<file path="config.mk">
export PLATFORM = sky130hd
export DESIGN_NAME = tmcs_torque_select
export DESIGN_NICKNAME = d
export VERILOG_FILES = /design/src/hdl/tmcs_pkg.sv /design/src/hdl/tmcs_stall_timer.sv /design/src/hdl/tmcs_torque_select.sv
export SDC_FILE = /design/constraint.sdc
export NUM_CORES = 1
export LEC_CHECK = 0
export ABC_AREA = 1
export BUFFER_PORTS_ARGS = -buffer_cell sky130_fd_sc_hd__buf_4
export CAP_MARGIN = 5
export CORE_MARGIN = 3
export CORE_UTILIZATION = 23
export CTS_CLUSTER_DIAMETER = 200
export DETAILED_ROUTE_END_ITERATION = 16
export GPL_TIMING_DRIVEN = 1
export MAX_ROUTING_LAYER = met4
export SYNTH_ARGS = -nofsm -noshare
export SYNTH_HDL_FRONTEND = slang
export SYNTH_SLANG_ARGS = --single-unit
</file>
<file path="constraint.sdc">
create_clock -name clk_sys -period 6.2 [get_ports clk_sys]
set_input_delay 1.24 -clock clk_sys [delete_from_list [all_inputs] [get_ports clk_sys]]
set_output_delay 1.24 -clock clk_sys [all_outputs]
set_load 0.02 [all_outputs]
</file>
<file path="src/hdl/tmcs_pkg.sv">
// Purpose: Shared constants and types of the torque mode command select block
// Assumes: 10 MHz system clock, APB register access with 32-bit data
// Notes:   Torque values are signed tenths of a percent of rated torque
package tmcs_pkg;

  localparam int unsigned CLK_HZ        = 10_000_000;
  localparam int unsigned MS_PER_SEC    = 1000;
  localparam int unsigned CYCLES_PER_MS = CLK_HZ / MS_PER_SEC;

  // Register byte offsets
  localparam logic [7:0] ADDR_CTRL       = 8'h00;
  localparam logic [7:0] ADDR_PRESET_ONE = 8'h04;
  localparam logic [7:0] ADDR_PRESET_TWO = 8'h08;
  localparam logic [7:0] ADDR_PRESET_THR = 8'h0c;
  localparam logic [7:0] ADDR_PRESET_FOU = 8'h10;
  localparam logic [7:0] ADDR_SPEED_LIM  = 8'h14;
  localparam logic [7:0] ADDR_STALL_THR  = 8'h18;
  localparam logic [7:0] ADDR_STALL_DUR  = 8'h1c;
  localparam logic [7:0] ADDR_IN_ASSIGN  = 8'h20;
  localparam logic [7:0] ADDR_STATUS     = 8'h24;

  // Control register field positions
  localparam int unsigned CTRL_SRC_LSB   = 0;
  localparam int unsigned CTRL_LIM_LSB   = 4;
  localparam int unsigned CTRL_DIR_BIT   = 8;
  localparam int unsigned CTRL_TRIG_LSB  = 12;
  localparam int unsigned CTRL_SLOT_LSB  = 16;

  // Torque source encodings
  localparam logic [2:0] SRC_SINGLE  = 3'h0;
  localparam logic [2:0] SRC_MIXED   = 3'h3;
  localparam logic [2:0] SRC_TRIGGER = 3'h4;
  localparam logic [1:0] LIM_INTERNAL = 2'h2;
  localparam logic [1:0] SLOT_INTERNAL = 2'h0;

  // Trigger start methods
  localparam logic [1:0] TRIG_LOW     = 2'h0;
  localparam logic [1:0] TRIG_RISE    = 2'h1;
  localparam logic [1:0] TRIG_FALL    = 2'h2;
  localparam logic [1:0] TRIG_HIGH    = 2'h3;

  // Ranges
  localparam logic signed [15:0] TORQUE_MAX    = 16'sh1388;
  localparam logic [15:0]        SPEED_LIM_MAX = 16'h2710;
  localparam logic [15:0]        STALL_THR_MAX = 16'h01f4;
  localparam logic [15:0]        STALL_DUR_MAX = 16'h01f4;

  // Values after reset
  localparam logic [2:0]  RST_SRC       = 3'h0;
  localparam logic [1:0]  RST_LIM_SRC   = 2'h2;
  localparam logic [1:0]  RST_TRIG      = 2'h1;
  localparam logic [15:0] RST_SPEED_LIM = 16'h0000;
  localparam logic [15:0] RST_STALL_THR = 16'h0005;
  localparam logic [15:0] RST_STALL_DUR = 16'h0078;
  localparam logic [3:0]  TERM_NONE     = 4'hf;
  localparam int unsigned NUM_TERMINALS = 9;

  typedef struct packed {
    logic [7:0] slot;
    logic [1:0] trig_method;
    logic       dir_setting;
    logic [1:0] lim_src;
    logic [2:0] src;
  } tmcs_cfg_type;

  typedef struct packed {
    logic [3:0] trig_term;
    logic [3:0] sel_high_term;
    logic [3:0] sel_low_term;
    logic [3:0] dir_term;
  } tmcs_assign_type;

  typedef enum logic [2:0] {
    ST_IDLE = 3'b001,
    ST_WAIT = 3'b010,
    ST_RUN  = 3'b100
  } tmcs_state_type;

endpackage : tmcs_pkg

</file>
<file path="src/hdl/tmcs_stall_timer.sv">
// Purpose: Measures how long the motor has stayed stalled during a run
// Assumes: stall_in is already a registered level
// Notes:   Any loss of the stall condition restarts the measurement
`timescale 1ns/10ps
module tmcs_stall_timer #(
  parameter int unsigned CYCLES_PER_MS = tmcs_pkg::CYCLES_PER_MS
) (
  input  wire logic        clk_sys,
  input  wire logic        reset_n,
  input  wire logic        run_in,
  input  wire logic        stall_in,
  input  wire logic [15:0] duration_ms,
  output logic             done_ff
);

  logic [23:0] prescale_ff;
  logic [15:0] ms_count_ff;
  logic        ms_tick;

  assign ms_tick = (prescale_ff == 24'(CYCLES_PER_MS - 1));

  always_ff @(posedge clk_sys or negedge reset_n) begin
    if (!reset_n) begin
      prescale_ff <= 24'h000000;
    end else if (!run_in || !stall_in || ms_tick) begin
      prescale_ff <= 24'h000000;
    end else begin
      prescale_ff <= prescale_ff + 24'h000001;
    end
  end

  // Continuous stall time in whole milliseconds
  always_ff @(posedge clk_sys or negedge reset_n) begin
    if (!reset_n) begin
      ms_count_ff <= 16'h0000;
    end else if (!run_in || !stall_in) begin
      ms_count_ff <= 16'h0000;
    end else if (ms_tick && ms_count_ff != 16'hffff) begin
      ms_count_ff <= ms_count_ff + 16'h0001;
    end
  end

  always_ff @(posedge clk_sys or negedge reset_n) begin
    if (!reset_n) begin
      done_ff <= 1'b0;
    end else begin
      done_ff <= run_in && stall_in && !done_ff && (ms_count_ff >= duration_ms);
    end
  end

endmodule : tmcs_stall_timer

</file>
<file path="src/hdl/tmcs_torque_select.sv">
// Purpose: Torque mode command selection, speed limiting and single trigger runs
// Assumes: Terminal inputs and motor speed are synchronous to clk_sys
// Notes:   Torque in signed tenths of a percent, speed in signed rpm
//
// Operation
// - Source selector: 0 single preset, 3 four-way mixed, 4 triggered run
// - Speed limit source 2 uses internal limit, default 2
// - Direction setting 0 keeps torque direction, 1 reverses it
// - Slot set to 0 takes its own internal preset one to four
// - Direction switch input reverses torque while active, level sensitive
// - Motor speed never allowed above programmed limit, 0 to 10000 rpm
// - First preset accepts -500.0 to 500.0 percent
// - Trigger function assignable to any input terminal, driven externally
// - Start method: low level, rising, falling, high level; default rising
// - During a run below the limit, output the set maximum torque
// - At the limit during a run, reduce torque to hold speed
// - Stall threshold 0 to 500 rpm, default 5, at or below stalls
// - Stall duration 0 to 500 ms, default 120, continuous
// - After the stall duration the run ends and waits for trigger

`timescale 1ns/10ps
module tmcs_torque_select #(
  parameter int unsigned CYCLES_PER_MS = tmcs_pkg::CYCLES_PER_MS
) (
  input  wire logic                            clk_sys,
  input  wire logic                            reset_n,
  input  wire logic                            psel,
  input  wire logic                            penable,
  input  wire logic                            pwrite,
  input  wire logic [7:0]                      paddr,
  input  wire logic [31:0]                     pwdata,
  output logic      [31:0]                     prdata,
  output logic                                 pready,
  output logic                                 pslverr,
  input  wire logic [tmcs_pkg::NUM_TERMINALS-1:0] input_terminals,
  input  wire logic signed [15:0]              motor_speed,
  output logic signed [15:0]                   torque_cmd,
  output logic      [15:0]                     speed_limit_out,
  output logic                                 run_active
);

  tmcs_pkg::tmcs_cfg_type    cfg_ff;
  tmcs_pkg::tmcs_assign_type assign_ff;
  tmcs_pkg::tmcs_state_type  state_ff;
  tmcs_pkg::tmcs_state_type  nxt_state;

  // Registers
  logic signed [15:0] preset_ff [4];
  logic        [15:0] speed_lim_ff;
  logic        [15:0] stall_thr_ff;
  logic        [15:0] stall_dur_ff;
  logic        [31:0] prdata_ff;
  logic               pready_ff;
  logic               pslverr_ff;
  logic signed [15:0] torque_ff;
  logic        [15:0] limit_out_ff;
  logic               run_ff;
  logic               trig_prev_ff;
  logic               stall_ff;
  logic               stall_done;

  // Datapath
  logic               wr_en;
  logic               addr_ok;
  logic               dir_in;
  logic               sel_low;
  logic               sel_high;
  logic               trig_in;
  logic               trig_event;
  logic               reverse;
  logic [1:0]         slot_idx;
  logic [1:0]         slot_src;
  logic signed [15:0] base_torque;
  logic signed [15:0] dir_torque;
  logic        [15:0] eff_limit;
  logic        [15:0] speed_abs;
  logic               at_limit;
  logic signed [15:0] nxt_torque;
  logic        [31:0] nxt_rdata;

  // Unsigned clamp used for the speed limit and stall register writes
  function automatic logic [15:0] clamp_u(input logic [31:0] val, input logic [15:0] hi);
    clamp_u = (val[31:16] != 16'h0000 || val[15:0] > hi) ? hi : val[15:0];
  endfunction : clamp_u

  // Signed clamp
  function automatic logic signed [15:0] clamp_torque(input logic [31:0] val);
    logic signed [15:0] v;
    v = signed'(val[15:0]);
    if (v > tmcs_pkg::TORQUE_MAX) begin
      clamp_torque = tmcs_pkg::TORQUE_MAX;
    end else if (v < -tmcs_pkg::TORQUE_MAX) begin
      clamp_torque = -tmcs_pkg::TORQUE_MAX;
    end else begin
      clamp_torque = v;
    end
  endfunction : clamp_torque

  // Picks the level of the terminal that a function is assigned to
  function automatic logic term_level(input logic [3:0] term,
                                      input logic [tmcs_pkg::NUM_TERMINALS-1:0] pins);
    term_level = 1'b0;
    if (term < 4'(tmcs_pkg::NUM_TERMINALS)) begin
      term_level = pins[term];
    end
  endfunction : term_level

  // Magnitude
  function automatic logic [15:0] abs16(input logic signed [15:0] v);
    abs16 = v[15] ? 16'(-v) : 16'(v);
  endfunction : abs16

  // APB decode
  assign wr_en   = psel && penable && pready_ff && pwrite;
  assign addr_ok = (paddr[1:0] == 2'b00) && (paddr <= tmcs_pkg::ADDR_STATUS);

  always_comb begin
    nxt_rdata = 32'h00000000;
    case (paddr)
      tmcs_pkg::ADDR_CTRL: begin
        nxt_rdata[tmcs_pkg::CTRL_SRC_LSB +: 3]  = cfg_ff.src;
        nxt_rdata[tmcs_pkg::CTRL_LIM_LSB +: 2]  = cfg_ff.lim_src;
        nxt_rdata[tmcs_pkg::CTRL_DIR_BIT]       = cfg_ff.dir_setting;
        nxt_rdata[tmcs_pkg::CTRL_TRIG_LSB +: 2] = cfg_ff.trig_method;
        nxt_rdata[tmcs_pkg::CTRL_SLOT_LSB +: 8] = cfg_ff.slot;
      end
      tmcs_pkg::ADDR_PRESET_ONE: nxt_rdata = 32'(preset_ff[0]);
      tmcs_pkg::ADDR_PRESET_TWO: nxt_rdata = 32'(preset_ff[1]);
      tmcs_pkg::ADDR_PRESET_THR: nxt_rdata = 32'(preset_ff[2]);
      tmcs_pkg::ADDR_PRESET_FOU: nxt_rdata = 32'(preset_ff[3]);
      tmcs_pkg::ADDR_SPEED_LIM:  nxt_rdata = {16'h0000, speed_lim_ff};
      tmcs_pkg::ADDR_STALL_THR:  nxt_rdata = {16'h0000, stall_thr_ff};
      tmcs_pkg::ADDR_STALL_DUR:  nxt_rdata = {16'h0000, stall_dur_ff};
      tmcs_pkg::ADDR_IN_ASSIGN:  nxt_rdata = {16'h0000, assign_ff};
      tmcs_pkg::ADDR_STATUS:     nxt_rdata = {torque_ff, 12'h000, run_ff, state_ff};
      default:                   nxt_rdata = 32'h00000000;
    endcase
  end

  // Answer in the first access cycle; data and error prepared in setup
  always_ff @(posedge clk_sys or negedge reset_n) begin
    if (!reset_n) begin
      pready_ff  <= 1'b0;
      prdata_ff  <= 32'h00000000;
      pslverr_ff <= 1'b0;
    end else begin
      pready_ff  <= psel && !penable;
      pslverr_ff <= psel && !penable && !addr_ok;
      if (psel && !penable) begin
        prdata_ff <= nxt_rdata;
      end
    end
  end

  // Control word
  always_ff @(posedge clk_sys or negedge reset_n) begin
    if (!reset_n) begin
      cfg_ff.src         <= tmcs_pkg::RST_SRC;
      cfg_ff.lim_src     <= tmcs_pkg::RST_LIM_SRC;
      cfg_ff.dir_setting <= 1'b0;
      cfg_ff.trig_method <= tmcs_pkg::RST_TRIG;
      cfg_ff.slot        <= 8'h00;
    end else if (wr_en && paddr == tmcs_pkg::ADDR_CTRL) begin
      cfg_ff.src         <= pwdata[tmcs_pkg::CTRL_SRC_LSB +: 3];
      cfg_ff.lim_src     <= pwdata[tmcs_pkg::CTRL_LIM_LSB +: 2];
      cfg_ff.dir_setting <= pwdata[tmcs_pkg::CTRL_DIR_BIT];
      cfg_ff.trig_method <= pwdata[tmcs_pkg::CTRL_TRIG_LSB +: 2];
      cfg_ff.slot        <= pwdata[tmcs_pkg::CTRL_SLOT_LSB +: 8];
    end
  end

  // Presets
  always_ff @(posedge clk_sys or negedge reset_n) begin
    if (!reset_n) begin
      for (int i = 0; i < 4; i++) begin
        preset_ff[i] <= 16'sh0000;
      end
    end else if (wr_en && paddr >= tmcs_pkg::ADDR_PRESET_ONE
                 && paddr <= tmcs_pkg::ADDR_PRESET_FOU) begin
      preset_ff[2'(paddr[7:2] - 6'h01)] <= clamp_torque(pwdata);
    end
  end

  // Ranged settings and input terminal assignment
  always_ff @(posedge clk_sys or negedge reset_n) begin
    if (!reset_n) begin
      speed_lim_ff <= tmcs_pkg::RST_SPEED_LIM;
      stall_thr_ff <= tmcs_pkg::RST_STALL_THR;
      stall_dur_ff <= tmcs_pkg::RST_STALL_DUR;
      assign_ff    <= {4{tmcs_pkg::TERM_NONE}};
    end else if (wr_en) begin
      if (paddr == tmcs_pkg::ADDR_SPEED_LIM) begin
        speed_lim_ff <= clamp_u(pwdata, tmcs_pkg::SPEED_LIM_MAX);
      end
      if (paddr == tmcs_pkg::ADDR_STALL_THR) begin
        stall_thr_ff <= clamp_u(pwdata, tmcs_pkg::STALL_THR_MAX);
      end
      if (paddr == tmcs_pkg::ADDR_STALL_DUR) begin
        stall_dur_ff <= clamp_u(pwdata, tmcs_pkg::STALL_DUR_MAX);
      end
      if (paddr == tmcs_pkg::ADDR_IN_ASSIGN) begin
        assign_ff <= pwdata[15:0];
      end
    end
  end

  // Terminal function routing
  assign dir_in   = term_level(assign_ff.dir_term, input_terminals);
  assign sel_low  = term_level(assign_ff.sel_low_term, input_terminals);
  assign sel_high = term_level(assign_ff.sel_high_term, input_terminals);
  assign trig_in  = term_level(assign_ff.trig_term, input_terminals);

  // Trigger history
  always_ff @(posedge clk_sys or negedge reset_n) begin
    if (!reset_n) begin
      trig_prev_ff <= 1'b0;
    end else begin
      trig_prev_ff <= trig_in;
    end
  end

  // Start condition
  always_comb begin
    case (cfg_ff.trig_method)
      tmcs_pkg::TRIG_LOW:  trig_event = !trig_in;
      tmcs_pkg::TRIG_RISE: trig_event = trig_in && !trig_prev_ff;
      tmcs_pkg::TRIG_FALL: trig_event = !trig_in && trig_prev_ff;
      tmcs_pkg::TRIG_HIGH: trig_event = trig_in;
      default:             trig_event = 1'b0;
    endcase
  end

  // Torque source selection
  assign slot_idx = {sel_high, sel_low};
  assign slot_src = cfg_ff.slot[2*slot_idx +: 2];
  assign reverse  = cfg_ff.dir_setting ^ dir_in;

  always_comb begin
    case (cfg_ff.src)
      tmcs_pkg::SRC_SINGLE:  base_torque = preset_ff[0];
      tmcs_pkg::SRC_MIXED:   base_torque = (slot_src == tmcs_pkg::SLOT_INTERNAL)
                                           ? preset_ff[slot_idx] : 16'sh0000;
      tmcs_pkg::SRC_TRIGGER: base_torque = (state_ff == tmcs_pkg::ST_RUN)
                                           ? preset_ff[0] : 16'sh0000;
      default:               base_torque = 16'sh0000;
    endcase
  end

  // Direction
  assign dir_torque = reverse ? 16'(-base_torque) : base_torque;

  // Reserved limit sources leave no speed allowed
  assign eff_limit = (cfg_ff.lim_src == tmcs_pkg::LIM_INTERNAL) ? speed_lim_ff
                                                                : 16'h0000;
  // Limit check
  assign speed_abs = abs16(motor_speed);
  assign at_limit  = (speed_abs >= eff_limit)
                     && (motor_speed == 16'sh0000 || motor_speed[15] == dir_torque[15]);

  // Torque pushing further past the limit is withdrawn so speed holds there
  assign nxt_torque = (at_limit && dir_torque != 16'sh0000) ? 16'sh0000
                                                           : dir_torque;

  // Stall flag
  always_ff @(posedge clk_sys or negedge reset_n) begin
    if (!reset_n) begin
      stall_ff <= 1'b0;
    end else begin
      stall_ff <= (speed_abs <= stall_thr_ff);
    end
  end

  // Stall timing
  tmcs_stall_timer #(
    .CYCLES_PER_MS (CYCLES_PER_MS)
  ) u_stall_timer (
    .clk_sys     (clk_sys),
    .reset_n     (reset_n),
    .run_in      (state_ff == tmcs_pkg::ST_RUN),
    .stall_in    (stall_ff),
    .duration_ms (stall_dur_ff),
    .done_ff     (stall_done)
  );

  // Single trigger run sequencing
  always_comb begin
    nxt_state = state_ff;
    case (state_ff)
      tmcs_pkg::ST_IDLE: begin
        if (cfg_ff.src == tmcs_pkg::SRC_TRIGGER) begin
          nxt_state = tmcs_pkg::ST_WAIT;
        end
      end
      tmcs_pkg::ST_WAIT: begin
        if (cfg_ff.src != tmcs_pkg::SRC_TRIGGER) begin
          nxt_state = tmcs_pkg::ST_IDLE;
        end else if (trig_event) begin
          nxt_state = tmcs_pkg::ST_RUN;
        end
      end
      tmcs_pkg::ST_RUN: begin
        if (cfg_ff.src != tmcs_pkg::SRC_TRIGGER) begin
          nxt_state = tmcs_pkg::ST_IDLE;
        end else if (stall_done) begin
          nxt_state = tmcs_pkg::ST_WAIT;
        end
      end
      default: nxt_state = tmcs_pkg::ST_IDLE;
    endcase
  end

  // Run state
  always_ff @(posedge clk_sys or negedge reset_n) begin
    if (!reset_n) begin
      state_ff <= tmcs_pkg::ST_IDLE;
    end else begin
      state_ff <= nxt_state;
    end
  end

  // Output registers
  always_ff @(posedge clk_sys or negedge reset_n) begin
    if (!reset_n) begin
      torque_ff    <= 16'sh0000;
      limit_out_ff <= 16'h0000;
      run_ff       <= 1'b0;
    end else begin
      torque_ff    <= nxt_torque;
      limit_out_ff <= eff_limit;
      run_ff       <= (nxt_state == tmcs_pkg::ST_RUN);
    end
  end

  // Ports
  assign prdata          = prdata_ff;
  assign pready          = pready_ff;
  assign pslverr         = pslverr_ff;
  assign torque_cmd      = torque_ff;
  assign speed_limit_out = limit_out_ff;
  assign run_active      = run_ff;

endmodule : tmcs_torque_select

</file>
==> out/results.ini <==
[sta]
clock_skew_ns = 0.02404
setup-tns-final_ns = 0
final-setup-viol-count = 0
drv_slew = 0
rsz0062_at_grt = no
period_needed_ns = 4.460
worstMarginPinSlew_ns = 1.050
hold_viol_final = 0
slew_headroom_pct = 29.26
fin_crit_sh_pct = 71.94
max_freq_mhz = 224.2
whs_ns = 0.4572
worst_slack_ns = 1.740

[die]
die_h_um = 260.8
die_w_um = 260.8
ios = 137
num_rows = 92
initial_core_util_pct = 23.46
fp.dieArea_um2 = 68010
core_um2 = 63660

[yosys]
synth_top_family_by_area = simple AND/OR/NAND/NOR gates
syn_nets = 2049
synth_fa_ha_area_share_pct = 4.441
syn_inst = 1926
async_flop_share_pct = 100.0
ys_warn_count = 0
avgSynthCellArea_um2 = 7.753
synth_ff_type = dfrtp_1
synth_compound_area_share_pct = 15.23
netlist_area_um2 = 14930
ys_ff_latch = 257
synthXorXnorAreaFrac_pct = 0.9888
synth.area.mux_share_pct = 1.735
yosys.area_share.simple_pct = 24.29
synth.distinct_cells = 62
seq_area_frac_synth_pct = 43.28
synth-edff-count = 0

[grt]
gr-total-overflow = 0
grt_pass1_vias = 13150
antenna_found_initial = 6
grt_use_total_pct = 15.60
grt_max_degree = 113
grt_pass1_wl_um = 78970

[clocking]
insertion_delay_ns = 0.55
cts-resized-gates = 0
path_clk_slew_ns = 0.05
cts-root-buf = clkbuf_16
htreeDepth = 2
post_cts.repair.setup_buffers = 0
cts_hold_buf = 0
numCtsBuffers = 34
tritoncts = built
clk_path_buf_depth = 3
clock-sinks = 257

[status]
status = finished clean

[detailed_routing]
drt-pass1-iter-count = 5
drcViolationCount = 0
avgRoutedWirePerCell_um = 17.67
drt_iter0_drc = 1145
final_antenna_net_count = 0
vias = 13760
routed_wirelength_um = 51980
vias_per_cell = 4.679

[pwr]
ir_drop_v = 0.0001789
power_mw = 4.152
leakage_nw = 8.709
powerDensity_nw_per_um2 = 229.1

[layout]
drive_gt1_share_pct = 15.84
syn_to_final_growth_pct = 21.40
final_nets = 2186

[worst_setup_path]
rrSetupSlack_ns = 1.74
critPathMaxFanout = 16
cp.required_ns = 6.60
critPathArrivalTime_ns = 4.86
r2r-start = cfg_ff[4]
cp-start-kind = flop
end_kind = flop
crit_type = flop to flop
crit_path_start = cfg_ff[4]

[hold_path]
min-delay-start = u_stall_timer.prescale_ff[0]
hold_path.class = flop to flop

[placed_design]
io_buffer_count = 136
place.gp.congestion = 0.9432
dp_slack_ns = 1.058
hpwl_um = 40100

[flow_run]
drv_cap = 0

==> per-layer routing <==
| metal | global-route usage (%) | part of all wire, % | up-vias |
|---|---|---|---|
| met5 | - | 0 | - |
| met1 | 18.98 | 42 | 6571 |
| li1 | - | - | 6664 |
| met4 | 5.745 | 4.0 | 0 |
| met3 | 3.367 | 6.7 | 117 |
| met2 | 25.42 | 48 | 410 |
==> final timing paths <==
| kind | to | cells after the start |
|---|---|---|
| min in group asynchronous | stall_dur_ff[10] | 1 |
| max reg2reg | torque_cmd[0] | 24 |
| min reg2reg | u_stall_timer.prescale_ff[0] | 1 |
| max | torque_cmd[0] | 24 |
| max in group asynchronous | stall_thr_ff[14] | 2 |
| min | u_stall_timer.prescale_ff[0] | 1 |
==> where the power goes <==
part	switching [mW]	internal, mW	total (mW)
Sequential	0.0198	1.71	1.73
Combinational	0.252	0.126	0.379
Clock	0.796	1.25	2.05
==> logic make-up after synthesis <==
family          Yosys count
flops                   257
buf+inv                 383
compound gates          389
mux                      23
xor+xnor                 16
fa+ha+maj                53
simple gates            805
==> synthesized netlist by cell type, types with 15 or more instances <==
master / instances / share of area (%)
nand2_1: 412 / 10
inv_1: 312 / 7.8
dfrtp_1: 232 / 39
o21ai_0: 194 / 6.5
nand3_1: 141 / 4.7
nor2_1: 113 / 2.8
a21oi_1: 65 / 2.2
ha_1: 53 / 4.4
clkbuf_1: 43 / 1.1
o22ai_1: 43 / 1.8
nor3_1: 39 / 1.3
nand4_1: 27 / 1.1
dfstp_2: 25 / 4.4
mux2_2: 23 / 1.7
a221oi_1: 15 / 0.88
==> sequential cells by signal, summed over array words and instances, names as in the netlist <==
name / count
preset_ff: 64
prdata: 32
u_stall_timer.prescale_ff: 24
assign_ff: 16
cfg_ff: 16
speed_lim_ff: 16
speed_limit_out: 16
stall_dur_ff: 16
stall_thr_ff: 16
torque_cmd: 16
u_stall_timer.ms_count_ff: 16
state_ff: 3
pready: 1
pslverr: 1
run_active: 1
stall_ff: 1
trig_prev_ff: 1
u_stall_timer.done_ff: 1
==> cell usage in the layout (no fill, tap or decap), drive strengths merged, types with 16 or more instances in the layout <==
cell and instances:
nand3 146, dfrtp 232, nor2 123, ha 53, inv 324, nand2 430, a21oi 76, nand4 29
dfstp 25, nor3 40, nor4 16, buf 156, o22ai 43, clkbuf 46, o21ai 197, mux2 23
==> layout make-up <==
type,count,area [um2]
inverter,328,1234
clock buffer,46,947.2
timing repair buffer,156,1191
sequential,257,6462
antenna,6,15.01
multi-input combinational,1286,7003
fill,6909,45530
tap,846,1059
clock inverter,16,216.5
==> critical path: stages, from the launching register on <==
cell and delay (ns):
dfstp_2 0.52, inv_1 0.05, nor2_1 0.42, inv_1 0.31, nor2_1 0.30, inv_1 0.08
ha_1 0.27, o21ai_0 0.06, a21boi_0 0.14, o21ai_0 0.09, nand2_1 0.06, nand2_1 0.05
nand2_1 0.05, nand2_1 0.04, nand2_1 0.05, nand2_1 0.04, nand2_1 0.05, nand2_1 0.04
nand2_1 0.05, a21o_1 0.12, a21oi_1 0.06, o21ai_0 0.70, o21ai_2 0.16, nor2_4 0.44
a21oi_1 0.14
==> stage by stage <==
stage / instances / area [um2] / utilization, %
detailed placement: 2873 / 16950 / 26.63
floorplan: 1926 / 14930 / -
finish: 2941 / 18130 / 28.48
global route: 2941 / 18130 / 28.48
global placement: 2873 / 16950 / 26.63
CTS: 2935 / 18110 / 28.45
Power figures use the tool's default switching activity.
